`src/logic/usr_pkg.sv`:
```
// constants shared by the shadow receive/transmit access block
package usr_pkg;
  // register addresses on the AXI4-Lite map
  localparam logic [31:0] SHADOW_2_ADDR  = 32'h5000_1138;
  localparam logic [31:0] SHADOW_3_ADDR  = 32'h5000_113c;
  localparam logic [31:0] SHADOW_STRIDE  = 32'h0000_0004;
  localparam logic [31:0] SHADOW_BASE    = SHADOW_2_ADDR - (SHADOW_STRIDE << 1);
  localparam logic [31:0] SHADOW_COUNT   = 32'h0000_0010;
  localparam logic [31:0] SHADOW_SPAN    = SHADOW_COUNT * SHADOW_STRIDE;
  localparam logic [31:0] CTRL_ADDR      = 32'h5000_1170;
  localparam logic [31:0] STAT_ADDR      = 32'h5000_1174;
  localparam logic [31:0] IRQ_STAT_ADDR  = 32'h5000_1178;
  localparam logic [31:0] IRQ_MASK_ADDR  = 32'h5000_117c;

  // field positions
  localparam int CTRL_FIFO_EN_BIT = 0;
  localparam int CTRL_IR_BIT      = 1;
  localparam int STAT_DR_BIT      = 0;
  localparam int STAT_TX_HOLDING_EMPTY_FLAG_BIT    = 5;
  localparam int EV_RX_OVERRUN    = 0;
  localparam int EV_TX_DROP       = 1;
  localparam int EV_RX_AVAIL      = 2;
  localparam int EV_TX_EMPTY      = 3;
  localparam int EV_W             = 4;
  localparam int CTRL_W           = 2;

  // reset values
  localparam logic [CTRL_W-1:0] CTRL_RST     = 2'h0;
  localparam logic [EV_W-1:0]   IRQ_STAT_RST = 4'h0;
  localparam logic [EV_W-1:0]   IRQ_MASK_RST = 4'h0;

  // data path and fifo sizes
  localparam int DATA_W     = 8;
  localparam int FIFO_DEPTH = 16;
  localparam int FIFO_AW    = 4;
  localparam int CNT_W      = 5;

  // AXI responses
  localparam logic [1:0] RESP_OKAY   = 2'h0;
  localparam logic [1:0] RESP_SLVERR = 2'h2;

  // bus channel states
  typedef enum logic [1:0] {
    WR_COLLECT = 2'b01,
    WR_RESP    = 2'b10
  } usr_wr_state_t;

  typedef enum logic [1:0] {
    RD_IDLE = 2'b01,
    RD_RESP = 2'b10
  } usr_rd_state_t;
endpackage

```
`src/logic/usr_fifo.sv`:
```
// byte fifo with single-entry overwrite mode for fifo-disabled operation
`timescale 1ns/1ps
module usr_fifo (
  input  wire logic                      i_clk,
  input  wire logic                      i_rst_n,
  input  wire logic                      i_ce,
  input  wire logic                      i_single,
  input  wire logic                      i_flush,
  input  wire logic                      i_wr,
  input  wire logic [usr_pkg::DATA_W-1:0] i_wdata,
  input  wire logic                      i_rd,
  output logic      [usr_pkg::DATA_W-1:0] o_head,
  output logic                           o_empty,
  output logic                           o_full,
  output logic                           o_drop,
  output logic                           o_overwrite
);
  import usr_pkg::*;

  logic [DATA_W-1:0]  mem      [FIFO_DEPTH];
  logic [DATA_W-1:0]  next_mem [FIFO_DEPTH];
  logic [FIFO_AW-1:0] wp;
  logic [FIFO_AW-1:0] rp;
  logic [CNT_W-1:0]   cnt;
  logic [FIFO_AW-1:0] next_wp;
  logic [FIFO_AW-1:0] next_rp;
  logic [CNT_W-1:0]   next_cnt;
  logic               do_rd;

  // capacity is one entry when the fifos are disabled
  assign o_full  = i_single ? (cnt != '0) : (cnt == CNT_W'(FIFO_DEPTH));
  assign o_empty = (cnt == '0);
  assign o_head  = mem[rp];
  assign do_rd   = i_rd && !o_empty;

  // pointer, count and storage next values
  always_comb begin
    next_mem    = mem;
    next_wp     = wp;
    next_rp     = rp;
    next_cnt    = cnt;
    o_drop      = 1'b0;
    o_overwrite = 1'b0;
    if (i_flush) begin
      next_wp  = '0;
      next_rp  = '0;
      next_cnt = '0;
    end else begin
      if (do_rd) begin
        next_rp  = rp + FIFO_AW'(1);
        next_cnt = cnt - CNT_W'(1);
      end
      if (i_wr) begin
        if (!o_full || do_rd) begin
          next_mem[wp] = i_wdata;
          next_wp      = wp + FIFO_AW'(1);
          next_cnt     = next_cnt + CNT_W'(1);
        end else if (i_single) begin
          next_mem[rp] = i_wdata;       // held byte replaced
          o_overwrite  = 1'b1;
        end else begin
          o_drop = 1'b1;                // stored entries kept
        end
      end
    end
  end

  // state registers
  always_ff @(posedge i_clk or negedge i_rst_n) begin
    if (!i_rst_n) begin
      wp  <= '0;
      rp  <= '0;
      cnt <= '0;
      for (int i = 0; i < FIFO_DEPTH; i++) begin
        mem[i] <= '0;
      end
    end else if (i_ce) begin
      wp  <= next_wp;
      rp  <= next_rp;
      cnt <= next_cnt;
      mem <= next_mem;
    end
  end
endmodule

```
`src/logic/usr_shadow_top.sv`:
```
// shadow receive-buffer / transmit-holding access block with AXI4-Lite slave
//
// The AXI4-Lite interface to the registers is this design's own decision.
`timescale 1ns/1ps
module usr_shadow_top (
  input  wire logic                      I_REF_CLK,
  input  wire logic                      I_RESET_N,
  input  wire logic                      I_CE,
  // AXI4-Lite slave
  input  wire logic [31:0]               I_AWADDR,
  input  wire logic                      I_AWVALID,
  output logic                           O_AWREADY,
  input  wire logic [31:0]               I_WDATA,
  input  wire logic [3:0]                I_WSTRB,
  input  wire logic                      I_WVALID,
  output logic                           O_WREADY,
  output logic [1:0]                     O_BRESP,
  output logic                           O_BVALID,
  input  wire logic                      I_BREADY,
  input  wire logic [31:0]               I_ARADDR,
  input  wire logic                      I_ARVALID,
  output logic                           O_ARREADY,
  output logic [31:0]                    O_RDATA,
  output logic [1:0]                     O_RRESP,
  output logic                           O_RVALID,
  input  wire logic                      I_RREADY,
  // received bytes from the normal and infrared receive shifters
  input  wire logic                      I_RX_SIN_VALID,
  input  wire logic [usr_pkg::DATA_W-1:0] I_RX_SIN_DATA,
  input  wire logic                      I_RX_SIR_VALID,
  input  wire logic [usr_pkg::DATA_W-1:0] I_RX_SIR_DATA,
  // bytes to the normal and infrared transmit shifters
  output logic                           O_TX_SOUT_VALID,
  output logic                           O_TX_SIR_VALID,
  output logic [usr_pkg::DATA_W-1:0]     O_TX_DATA,
  input  wire logic                      I_TX_READY,
  // status towards line status and interrupt logic
  output logic                           O_DATA_READY,
  output logic                           O_TX_HOLD_EMPTY,
  output logic                           O_RX_OVERRUN,
  output logic                           O_FIFO_ENABLE,
  output logic                           O_IR_MODE,
  output logic                           O_IRQ
);
  import usr_pkg::*;

  logic                rst_meta;
  logic                rst_n;
  usr_wr_state_t       wr_state;
  usr_wr_state_t       next_wr_state;
  usr_rd_state_t       rd_state;
  usr_rd_state_t       next_rd_state;
  logic                aw_held;
  logic [31:0]         aw_addr;
  logic                w_held;
  logic [31:0]         w_data;
  logic [3:0]          w_strb;
  logic                next_aw_held;
  logic [31:0]         next_aw_addr;
  logic                next_w_held;
  logic [31:0]         next_w_data;
  logic [3:0]          next_w_strb;
  logic [1:0]          next_bresp;
  logic [31:0]         next_rdata;
  logic [1:0]          next_rresp;
  logic [CTRL_W-1:0]   ctrl;
  logic [CTRL_W-1:0]   next_ctrl;
  logic [EV_W-1:0]     irq_stat;
  logic [EV_W-1:0]     irq_mask;
  logic [EV_W-1:0]     next_irq_stat;
  logic [EV_W-1:0]     next_irq_mask;
  logic [EV_W-1:0]     irq_clr;
  logic [EV_W-1:0]     events;
  logic                tx_empty_d;
  logic                tx_sout_v;
  logic                tx_sir_v;
  logic [DATA_W-1:0]   tx_data;
  logic                next_tx_sout_v;
  logic                next_tx_sir_v;
  logic [DATA_W-1:0]   next_tx_data;
  logic                wr_fire;
  logic                rd_fire;
  logic                wr_shadow;
  logic                rd_shadow;
  logic                flush;
  logic                rx_in_v;
  logic [DATA_W-1:0]   rx_in_d;
  logic [DATA_W-1:0]   rx_head;
  logic                rx_empty;
  logic                rx_drop;
  logic                rx_ovw;
  logic [DATA_W-1:0]   tx_head;
  logic                tx_empty;
  logic                tx_drop;
  logic                tx_pop;

  // reset release through two flip-flops
  always_ff @(posedge I_REF_CLK or negedge I_RESET_N) begin
    if (!I_RESET_N) begin
      rst_meta <= 1'b0;
      rst_n    <= 1'b0;
    end else begin
      rst_meta <= 1'b1;
      rst_n    <= rst_meta;
    end
  end

  // address decode: sixteen word aliases, upper address bits must match
  function automatic logic in_shadow(input logic [31:0] a);
    logic [31:0] off;
    off = a - SHADOW_BASE;
    in_shadow = (a >= SHADOW_BASE) && (off < SHADOW_SPAN);
  endfunction

  function automatic logic mapped(input logic [31:0] a);
    logic [31:0] w;
    w = {a[31:2], 2'b00};
    mapped = in_shadow(w) || (w == CTRL_ADDR) || (w == STAT_ADDR) ||
             (w == IRQ_STAT_ADDR) || (w == IRQ_MASK_ADDR);
  endfunction

  assign wr_fire   = (wr_state == WR_COLLECT) && aw_held && w_held;
  assign rd_fire   = I_ARVALID && O_ARREADY;
  assign wr_shadow = wr_fire && in_shadow({aw_addr[31:2], 2'b00}) && w_strb[0];
  assign rd_shadow = rd_fire && in_shadow({I_ARADDR[31:2], 2'b00});

  // receive source chosen by infrared mode
  assign rx_in_v = ctrl[CTRL_IR_BIT] ? I_RX_SIR_VALID : I_RX_SIN_VALID;
  assign rx_in_d = ctrl[CTRL_IR_BIT] ? I_RX_SIR_DATA : I_RX_SIN_DATA;

  // switching fifo mode empties both paths
  assign flush = wr_fire && (aw_addr[31:2] == CTRL_ADDR[31:2]) && w_strb[0] &&
                 (w_data[CTRL_FIFO_EN_BIT] != ctrl[CTRL_FIFO_EN_BIT]);

  // receive path: one held byte or sixteen-entry fifo
  usr_fifo u_rx_fifo (
    .i_clk       (I_REF_CLK),
    .i_rst_n     (rst_n),
    .i_ce        (I_CE),
    .i_single    (!ctrl[CTRL_FIFO_EN_BIT]),
    .i_flush     (flush),
    .i_wr        (rx_in_v),
    .i_wdata     (rx_in_d),
    .i_rd        (rd_shadow),
    .o_head      (rx_head),
    .o_empty     (rx_empty),
    .o_full      (),
    .o_drop      (rx_drop),
    .o_overwrite (rx_ovw)
  );

  // transmit path: one holding byte or sixteen-entry fifo
  usr_fifo u_tx_fifo (
    .i_clk       (I_REF_CLK),
    .i_rst_n     (rst_n),
    .i_ce        (I_CE),
    .i_single    (!ctrl[CTRL_FIFO_EN_BIT]),
    .i_flush     (flush),
    .i_wr        (wr_shadow),
    .i_wdata     (w_data[DATA_W-1:0]),
    .i_rd        (tx_pop),
    .o_head      (tx_head),
    .o_empty     (tx_empty),
    .o_full      (),
    .o_drop      (tx_drop),
    .o_overwrite ()
  );

  // write channel: collect address and data in either order, then respond
  always_comb begin
    next_wr_state = wr_state;
    next_aw_held  = aw_held;
    next_aw_addr  = aw_addr;
    next_w_held   = w_held;
    next_w_data   = w_data;
    next_w_strb   = w_strb;
    next_bresp    = O_BRESP;
    if (I_AWVALID && O_AWREADY) begin
      next_aw_held = 1'b1;
      next_aw_addr = I_AWADDR;
    end
    if (I_WVALID && O_WREADY) begin
      next_w_held = 1'b1;
      next_w_data = I_WDATA;
      next_w_strb = I_WSTRB;
    end
    unique case (wr_state)
      WR_COLLECT: begin
        if (wr_fire) begin
          next_wr_state = WR_RESP;
          next_bresp    = mapped(aw_addr) ? RESP_OKAY : RESP_SLVERR;
        end
      end
      WR_RESP: begin
        if (I_BREADY) begin
          next_wr_state = WR_COLLECT;
          next_aw_held  = 1'b0;
          next_w_held   = 1'b0;
        end
      end
    endcase
  end

  // read channel: shadow reads return and pop the receive head
  always_comb begin
    next_rd_state = rd_state;
    next_rdata    = O_RDATA;
    next_rresp    = O_RRESP;
    unique case (rd_state)
      RD_IDLE: begin
        if (rd_fire) begin
          next_rd_state = RD_RESP;
          next_rresp    = mapped(I_ARADDR) ? RESP_OKAY : RESP_SLVERR;
          next_rdata    = '0;
          if (in_shadow({I_ARADDR[31:2], 2'b00})) begin
            next_rdata[DATA_W-1:0] = rx_head;
          end else if (I_ARADDR[31:2] == CTRL_ADDR[31:2]) begin
            next_rdata[CTRL_W-1:0] = ctrl;
          end else if (I_ARADDR[31:2] == STAT_ADDR[31:2]) begin
            next_rdata[STAT_DR_BIT]   = !rx_empty;
            next_rdata[STAT_TX_HOLDING_EMPTY_FLAG_BIT] = tx_empty;
          end else if (I_ARADDR[31:2] == IRQ_STAT_ADDR[31:2]) begin
            next_rdata[EV_W-1:0] = irq_stat;
          end else if (I_ARADDR[31:2] == IRQ_MASK_ADDR[31:2]) begin
            next_rdata[EV_W-1:0] = irq_mask;
          end
        end
      end
      RD_RESP: begin
        if (I_RREADY) begin
          next_rd_state = RD_IDLE;
        end
      end
    endcase
  end

  // software registers and sticky events, a set beats a clear
  always_comb begin
    next_ctrl     = ctrl;
    next_irq_mask = irq_mask;
    irq_clr       = '0;
    if (wr_fire && w_strb[0]) begin
      if (aw_addr[31:2] == CTRL_ADDR[31:2]) begin
        next_ctrl = w_data[CTRL_W-1:0];
      end
      if (aw_addr[31:2] == IRQ_STAT_ADDR[31:2]) begin
        irq_clr = w_data[EV_W-1:0];
      end
      if (aw_addr[31:2] == IRQ_MASK_ADDR[31:2]) begin
        next_irq_mask = w_data[EV_W-1:0];
      end
    end
    events                = '0;
    events[EV_RX_OVERRUN] = rx_drop || rx_ovw;
    events[EV_TX_DROP]    = tx_drop;
    events[EV_RX_AVAIL]   = rx_in_v;
    events[EV_TX_EMPTY]   = tx_empty && !tx_empty_d;
    next_irq_stat         = (irq_stat & ~irq_clr) | events;
  end

  // transmit output stage, routed to normal or infrared shifter
  always_comb begin
    next_tx_sout_v = tx_sout_v;
    next_tx_sir_v  = tx_sir_v;
    next_tx_data   = tx_data;
    tx_pop         = 1'b0;
    if ((!tx_sout_v && !tx_sir_v) || I_TX_READY) begin
      next_tx_sout_v = 1'b0;
      next_tx_sir_v  = 1'b0;
      if (!tx_empty) begin
        tx_pop         = 1'b1;
        next_tx_data   = tx_head;
        next_tx_sout_v = !ctrl[CTRL_IR_BIT];
        next_tx_sir_v  = ctrl[CTRL_IR_BIT];
      end
    end
  end

  // state registers
  always_ff @(posedge I_REF_CLK or negedge rst_n) begin
    if (!rst_n) begin
      wr_state        <= WR_COLLECT;
      rd_state        <= RD_IDLE;
      aw_held         <= 1'b0;
      aw_addr         <= '0;
      w_held          <= 1'b0;
      w_data          <= '0;
      w_strb          <= '0;
      O_AWREADY       <= 1'b0;
      O_WREADY        <= 1'b0;
      O_BVALID        <= 1'b0;
      O_BRESP         <= RESP_OKAY;
      O_ARREADY       <= 1'b0;
      O_RVALID        <= 1'b0;
      O_RDATA         <= '0;
      O_RRESP         <= RESP_OKAY;
      ctrl            <= CTRL_RST;
      irq_stat        <= IRQ_STAT_RST;
      irq_mask        <= IRQ_MASK_RST;
      tx_empty_d      <= 1'b1;
      tx_sout_v       <= 1'b0;
      tx_sir_v        <= 1'b0;
      tx_data         <= '0;
      O_DATA_READY    <= 1'b0;
      O_TX_HOLD_EMPTY <= 1'b1;
      O_RX_OVERRUN    <= 1'b0;
      O_IRQ           <= 1'b0;
    end else if (I_CE) begin
      wr_state        <= next_wr_state;
      rd_state        <= next_rd_state;
      aw_held         <= next_aw_held;
      aw_addr         <= next_aw_addr;
      w_held          <= next_w_held;
      w_data          <= next_w_data;
      w_strb          <= next_w_strb;
      O_AWREADY       <= !next_aw_held;
      O_WREADY        <= !next_w_held;
      O_BVALID        <= (next_wr_state == WR_RESP);
      O_BRESP         <= next_bresp;
      O_ARREADY       <= (next_rd_state == RD_IDLE);
      O_RVALID        <= (next_rd_state == RD_RESP);
      O_RDATA         <= next_rdata;
      O_RRESP         <= next_rresp;
      ctrl            <= next_ctrl;
      irq_stat        <= next_irq_stat;
      irq_mask        <= next_irq_mask;
      tx_empty_d      <= tx_empty;
      tx_sout_v       <= next_tx_sout_v;
      tx_sir_v        <= next_tx_sir_v;
      tx_data         <= next_tx_data;
      O_DATA_READY    <= !rx_empty;
      O_TX_HOLD_EMPTY <= tx_empty;
      O_RX_OVERRUN    <= events[EV_RX_OVERRUN];
      O_IRQ           <= |(next_irq_stat & next_irq_mask);
    end
  end

  // shifter-facing copies of the stage and mode
  assign O_TX_SOUT_VALID = tx_sout_v;
  assign O_TX_SIR_VALID  = tx_sir_v;
  assign O_TX_DATA       = tx_data;
  assign O_FIFO_ENABLE   = ctrl[CTRL_FIFO_EN_BIT];
  assign O_IR_MODE       = ctrl[CTRL_IR_BIT];
endmodule

```
`config.mk`:
```
export PLATFORM = sky130hd
export DESIGN_NAME = usr_shadow_top
export DESIGN_NICKNAME = d
export VERILOG_FILES = /design/src/logic/usr_pkg.sv /design/src/logic/usr_fifo.sv /design/src/logic/usr_shadow_top.sv
export SDC_FILE = /design/constraint.sdc
export NUM_CORES = 1
export LEC_CHECK = 0
export BUFFER_PORTS_ARGS = -buffer_cell sky130_fd_sc_hd__buf_2
export CAP_MARGIN = 10
export CORE_MARGIN = 2
export CORE_UTILIZATION = 43
export DETAILED_ROUTE_END_ITERATION = 10
export GPL_ROUTABILITY_DRIVEN = 0
export HOLD_SLACK_MARGIN = 0.12
export SKIP_LAST_GASP = 1
export SLEW_MARGIN = 25
export SYNTH_ARGS = -nofsm -noshare
export SYNTH_HDL_FRONTEND = slang
export SYNTH_SLANG_ARGS = --single-unit
```
`constraint.sdc`:
```
create_clock -name I_REF_CLK -period 31.5 [get_ports I_REF_CLK]
set_clock_uncertainty 0.15 [all_clocks]
set_input_delay 0 -clock I_REF_CLK [delete_from_list [all_inputs] [get_ports I_REF_CLK]]
set_output_delay 0 -clock I_REF_CLK [all_outputs]
set_load 0.1 [all_outputs]
```
==> results.py, run 1 <==
metrics = {
    "drt": {
        "drtPass1Iterations": 7,
        "ant_nets": 0,
        "wire_per_inst_um": 20.5,
        "drt-total-wl_um": 48900,
        "viasPerCell": 5.53,
        "drt_iter0_drc": 963,
        "post-route-drc-count": 0,
        "vias": 13186,
    },
    "global_routing": {
        "grt_usage_pct": 21.5,
        "grt_pass1_wl_um": 78600,
        "antenna_found_initial": 2,
        "overflow": 0,
        "grt_pass1_vias": 13682,
        "grt_max_degree": 185,
    },
    "cells_and_area": {
        "seqCellArea_mm2": 0.00922,
        "n_fill_cell": 3696,
        "syn2layout_area_growth_pct": 21.3,
        "final_nets": 1905,
        "drive_above_1_share_pct": 36.8,
        "multi_input_area_mm2": 0.00958,
    },
    "die": {
        "floorplan.initialDensity_pct": 43.6,
        "die_w_um": 216,
        "die_y_um": 216,
        "core_area_mm2": 0.0443,
        "die_area_mm2": 0.0467,
        "rows": 77,
        "io_pins": 184,
    },
    "synthesis": {
        "synth.cell_area_mm2": 0.0193,
        "synth-edff-count": 0,
        "syn_avg_cell_area_um2": 12.9,
        "synth.ff_latch_count": 368,
        "yosys_warnings": 0,
        "synth_area_leaders": "dfrtp_1, mux2_2, mux4_2, mux2_4, nand2_1",
        "synth_top_cell_by_area": "dfrtp_1",
        "async_reset_ff_share_pct": 100,
        "synth_top_area_share_pct": 47.2,
        "yosysSeqAreaShare_pct": 47.6,
        "synth_cell_types": 82,
        "synth-main-ff-cell": "dfrtp_1",
        "synth_cells": 1494,
    },
    "timing": {
        "setup_ws_ns": 26.54,
        "rsz0062_at_grt": "false",
        "slew_viol_final": 0,
        "fin_crit_ns": 4.96,
        "whs_ns": 0.149,
        "fin_tns_setup_ns": 0,
        "fmax_ghz": 0.202,
        "tightest_slew_ns": 1.05,
        "hold_viol": 0,
        "slew_headroom_pct": 30.0,
        "setup_violations": 0,
        "period_share_pct": 15.7,
    },
    "setup_path": {
        "critPathKind": "reg2reg",
        "crit_family": "simple AND/OR/NAND/NOR gates",
        "path_cells": "or4_1 > or4_1 > or4_4 > nor4_4 > and2_1 > nor2_4 > and3_2 > nand2_2 > mux2_2",
        "r2r-start": "aw_addr[21]$_DFFE_PN0P_",
        "cp_slowest_stage_delay_ns": 0.68,
        "critPathMostFrequentCell": "or4_1",
        "slowest_stage": "and2_1",
        "crit_arrival_ns": 5.27,
        "path_buf_inv": 0,
        "r2r-end": "u_tx_fifo.mem[44]$_DFFE_PN0P_",
        "reg2reg_setup_slack_ns": 26.54,
        "ff2ff_path_depth": 9,
        "cp_max_fo": 14,
        "required_ns": 31.82,
        "cp-end-kind": "flop",
        "cp-start-kind": "flop",
    },
    "clock_network": {
        "clock-root-buffer": "clkbuf_16",
        "cts_tree": "done",
        "clk_pin_slew_ns": 0.06,
        "clock_path_buffers": 3,
        "cts_sinks": 368,
        "clkLatencyLatePin_ns": 0.58,
        "cts_buffers": 42,
        "htreeDepth": 2,
    },
    "worst_hold_path": {
        "holdPathEnd": "u_rx_fifo.cnt[1]$_DFFE_PN0P_",
        "min-delay-path-class": "in2reg",
        "hold_path_depth": 8,
        "worstHoldStart": "I_ARADDR[12]",
    },
    "power_and_ir_drop": {
        "power.share.sequential_pct": 43.0,
        "p_clk_share_pct": 35.6,
        "p_int_uw": 947,
        "combPwrFrac_pct": 21.3,
        "p_total_uw": 1390,
        "ir_drop_uv": 44.2,
        "power_density_mw_per_mm2": 59.1,
        "p_sw_share_pct": 31.8,
        "power.leakage_uw": 0.0107,
        "p_switching_uw": 441,
    },
    "place": {
        "pre_cts_slack_ns": 26.55,
        "numPortBuffers": 126,
        "dp_hpwl_um": 30900,
    },
    "run": {
        "cap_violations": 0,
    },
    "status": {
        "status": "completed",
    },
}
## per-layer routing
metal	wire length [µm]	vias up	part of all wire [%]	GRT usage, %
met3	2410	53	4.9	3.80
met4	696	2	1.4	4.47
li1	-	6016	-	-
met1	22400	6811	46	30.4
met2	23300	304	48	34.8
met5	11	-	0.022	0
## cell type report
type | count | share of cell area [%]
Tap cell | 592 | 3.16
Multi-Input combinational cell | 1014 | 40.8
Inverter | 28 | 0.448
Sequential cell | 368 | 39.3
Antenna cell | 1 | 0.0107
Clock buffer | 57 | 5.02
Clock inverter | 19 | 0.992
Timing Repair Buffer | 304 | 10.3
## sequential cells by signal (all words and copies together), names as in the netlist, 4 cells and up
| signal | flops |
|---|---|
| w_data | 8 |
| u_rx_fifo.mem | 128 |
| u_rx_fifo.wp | 4 |
| irq_mask | 4 |
| u_tx_fifo.mem | 128 |
| O_RDATA | 8 |
| u_rx_fifo.cnt | 5 |
| u_tx_fifo.rp | 4 |
| u_tx_fifo.cnt | 5 |
| u_rx_fifo.rp | 4 |
| aw_addr | 30 |
| u_tx_fifo.wp | 4 |
| irq_stat | 4 |
| O_TX_DATA | 8 |
## per-stage QoR
step                      utilization (%)  cells  cell area (µm²)
after floorplan                         -   1519            19400
after global placement               46.0   2142            20400
after detailed placement             46.0   2142            20400
after CTS                            52.9   2381            23400
after global routing                 52.9   2383            23500
final                                52.9   2383            23500
## worst reg2reg max path, cell delays in order, from the launching register on
cell and delay (ns):
dfrtp_1 0.37, or4_1 0.55, or4_1 0.65, or4_4 0.64, nor4_4 0.23, and2_1 0.68
nor2_4 0.19, and3_2 0.59, nand2_2 0.41, mux2_2 0.39
## timing repair
action                                 in CTS  in global routing
endpoints found under the hold margin     223                  0
hold buffers                              163                  0
resized for setup                           0                  0
setup buffers                               0                  0
## cells in the mapped netlist, drive strengths merged, types with 6 or more instances
cell type / count
nand4: 15
buf: 41
a31oi: 8
ha: 20
xnor2: 10
nor3b: 6
mux2: 314
or3: 10
a21oi: 34
nand2b: 15
and3: 20
dfrtp: 365
o21ai: 64
xor2: 8
nor4b: 6
nor3: 30
inv: 27
nor4: 14
or4: 10
nand3: 51
nor2: 46
and2: 9
nor2b: 14
mux4: 80
nand2: 109
mux2i: 14
clkbuf: 68
## worst max path at each step
stage                                 start                             to  slack, ns  cells past startpoint
floorplan                   rst_n$_DFF_PN0_          O_ARREADY$_DFFE_PN0P_      20.34                      0
detailed placement  aw_addr[21]$_DFFE_PN0P_  u_tx_fifo.mem[43]$_DFFE_PN0P_      26.55                      9
CTS                 aw_addr[21]$_DFFE_PN0P_  u_tx_fifo.mem[44]$_DFFE_PN0P_      26.53                      9
global placement    aw_addr[21]$_DFFE_PN0P_  u_tx_fifo.mem[47]$_DFFE_PN0P_      26.61                      9
finish              aw_addr[21]$_DFFE_PN0P_  u_tx_fifo.mem[44]$_DFFE_PN0P_      26.54                      9
global route        aw_addr[22]$_DFFE_PN0P_  u_tx_fifo.mem[44]$_DFFE_PN0P_      26.36                      9
## layout by cell type, fill, tap and decap left out, drive strengths merged, types with 4 or more instances in the layout
cell / instances
nor2: 46
ha: 20
xor2: 8
buf: 141
or2: 4
nor2b: 14
o211ai: 5
mux4: 80
nand4: 15
nand2b: 15
a211oi: 4
conb: 27
o21a: 5
a31oi: 8
nor3b: 6
mux2i: 14
or4: 10
o31ai: 5
nor3: 30
nand2: 109
dlygate4sd3: 163
inv: 27
xnor2: 10
nand3: 51
o21ai: 64
mux2: 314
dfrtp: 365
clkbuf: 57
nor4b: 6
nor4: 14
and3: 20
o2111ai: 4
or3: 10
a21oi: 34
o31a: 5
clkinv: 14
and2: 9
o22a: 5
nand3b: 5
## power by group through the flow
stage                     Combinational, µW  Sequential, µW  Clock, µW
after global placement                  258             602          0
after CTS                               294             597        508
final                                   296             597        494
after global routing                    323             607        528
after floorplan                         205             592          0
after detailed placement                263             605          0
## kinds of logic after synthesis
group,share of synthesized area (%)
multiplexers,29.9
AND/OR/NAND/NOR,10.9
flip-flops,47.6
AO/OA/AOI/OAI,6.05
buffers and inverters,3.36
adder cells (fa/ha/maj),1.35
XOR/XNOR,0.815
other,0.0388
Note: power is estimated with default switching activity, not from simulation.
==> run 2, diff against run 1 <==
==> constraint.sdc (replaced) <==
create_clock -name I_REF_CLK -period 4.5 [get_ports I_REF_CLK]
set_clock_uncertainty 0.15 [all_clocks]
set_input_delay 0 -clock I_REF_CLK [delete_from_list [all_inputs] [get_ports I_REF_CLK]]
set_output_delay 0 -clock I_REF_CLK [all_outputs]
set_load 0.1 [all_outputs]
==> results.py, run 2 (synthesis results as in run 1) <==
metrics = {
    "status": {
        "status": "completed",
    },
    "die": {
        "die_y_um": 216,
        "die_area_mm2": 0.0467,
        "io_pins": 184,
        "rows": 77,
        "floorplan.initialDensity_pct": 43.6,
        "die_w_um": 216,
        "core_area_mm2": 0.0443,
    },
    "setup_path": {
        "cp-end-kind": "flop",
        "path_buf_inv": 2,
        "reg2reg_setup_slack_ns": 0.34,
        "cp-start-kind": "flop",
        "crit_family": "simple AND/OR/NAND/NOR gates",
        "startpoint": "aw_addr[21]$_DFFE_PN0P_",
        "cp_slowest_stage_delay_ns": 0.66,
        "slowest_stage": "or4_1",
        "r2r-start": "aw_addr[21]$_DFFE_PN0P_",
        "crit_arrival_ns": 4.50,
        "critPathKind": "reg2reg",
        "required_ns": 4.84,
        "path_cells": "or4_1 > or4_1 > nand2b_1 > o41ai_1 > xor2_1 > nor4_2 > buf_4 > and3_2 > buf_12 > nand2_2 > mux2_2",
        "critPathMostFrequentCell": "or4_1",
        "cp_max_fo": 13,
    },
    "cells_and_area": {
        "n_fill_cell": 3706,
        "final_common_cell": "dfrtp_1",
        "layout_common_cells": "dfrtp_1, mux2_2, dlygate4sd3_1",
        "syn2layout_area_growth_pct": 22.6,
        "largestRegisters": "u_rx_fifo.mem (128), u_tx_fifo.mem (128), aw_addr (30)",
        "drive_above_1_share_pct": 37.4,
        "fin_area_mm2": 0.0237,
        "final_nets": 1929,
    },
    "clock_network": {
        "clock-root-buffer": "clkbuf_16",
        "htreeDepth": 2,
        "clkLatencyLatePin_ns": 0.60,
        "cts_sinks": 368,
        "cts_tree": "done",
        "clock_path_buffers": 3,
        "clk_pin_slew_ns": 0.06,
        "cts_buffers": 42,
    },
    "timing": {
        "slew_headroom_pct": 37.4,
        "period_share_pct": 92.4,
        "setup_violations": 0,
        "rsz0062_at_grt": "false",
        "fin_tns_setup_ns": 0,
        "fin_crit_ns": 4.16,
        "whs_ns": 0.162,
        "hold_viol": 0,
        "fmax_ghz": 0.240,
        "slew_viol_final": 0,
        "tightest_slew_ns": 0.937,
    },
    "drt": {
        "post-route-drc-count": 0,
        "drt-met1-wl_um": 22800,
        "vias": 13369,
        "drt_iter0_drc": 824,
        "met3_length_um": 2150,
        "ant_nets": 0,
        "drtPass1Iterations": 5,
        "wire_per_inst_um": 20.4,
        "viasPerCell": 5.55,
        "wl_met2_um": 23300,
        "drt-total-wl_um": 49300,
        "top_layer_used": "met5",
    },
    "power_and_ir_drop": {
        "ir_drop_uv": 276,
        "power.leakage_uw": 0.0109,
        "power_density_mw_per_mm2": 416,
    },
    "global_routing": {
        "grt_pass1_wl_um": 79000,
        "overflow": 0,
        "grt_usage_pct": 21.5,
        "grt_max_degree": 67,
        "grt_pass1_vias": 13879,
        "antenna_found_initial": 2,
    },
    "place": {
        "dp_hpwl_um": 32600,
        "numPortBuffers": 126,
        "placed_cell_area_mm2": 0.0206,
    },
    "worst_hold_path": {
        "worstHoldStart": "I_ARADDR[28]",
        "min-delay-path-class": "in2reg",
    },
    "run": {
        "cap_violations": 0,
    },
}
[run 2: timing repair]
action / CTS / global route
endpoints found under the setup margin: 0 / 34
hold endpoints to repair: 226 / 0
resized for setup: 0 / 1
setup buffers: 0 / 0
hold buffers: 166 / 0
[run 2: report_power, final]
part | switching [µW] | leakage [µW] | internal, µW
Sequential | 479 | 0.00492 | 3670
Clock | 1490 | 0.000701 | 2090
Combinational | 1200 | 0.00525 | 943
[run 2: metal layers]
metal  track usage (%)  up-vias
li1                  -     6060
met1              30.4     6953
met2              34.6      288
met3              3.37       66
met4              5.68        2
met5                 0        -
[run 2: layout make-up]
class | count | area, µm² | area share (%)
Timing Repair Buffer | 328 | 2600 | 11.0
Tap cell | 592 | 741 | 3.12
Inverter | 28 | 105 | 0.443
Clock buffer | 61 | 1220 | 5.16
Multi-Input combinational cell | 1014 | 9570 | 40.4
Clock inverter | 17 | 248 | 1.04
Antenna cell | 1 | 2.50 | 0.0106
Sequential cell | 368 | 9220 | 38.9
[run 2: per-stage QoR]
stage | power (µW) | instances | worst slack, ns | util [%]
floorplan | 5570 | 1519 | 0.699 | -
detailed placement | 6110 | 2164 | 0.340 | 46.4
CTS | 9930 | 2408 | 0.350 | 53.5
global placement | 6050 | 2164 | 0.403 | 46.4
finish | 9870 | 2409 | 0.342 | 53.5
global route | 10300 | 2409 | 0.147 | 53.5
[run 2: final timing paths]
kind | to | cells after the start
min reg2reg | rst_n$_DFF_PN0_ | 0
min | u_rx_fifo.cnt[4]$_DFFE_PN0P_ | 8
max in group asynchronous | u_rx_fifo.mem[111]$_DFFE_PN0P_ | 1
max | u_tx_fifo.mem[39]$_DFFE_PN0P_ | 11
max reg2reg | u_tx_fifo.mem[39]$_DFFE_PN0P_ | 11
min in group asynchronous | u_tx_fifo.rp[1]$_DFFE_PN0P_ | 0
[run 2: worst min-delay path, delay by kind of cell]
kind / cells / cell delay, ns
xor+xnor: 1 / 0.09
buf+inv: 1 / 0.13
simple gates: 4 / 0.37
compound gates: 2 / 0.24
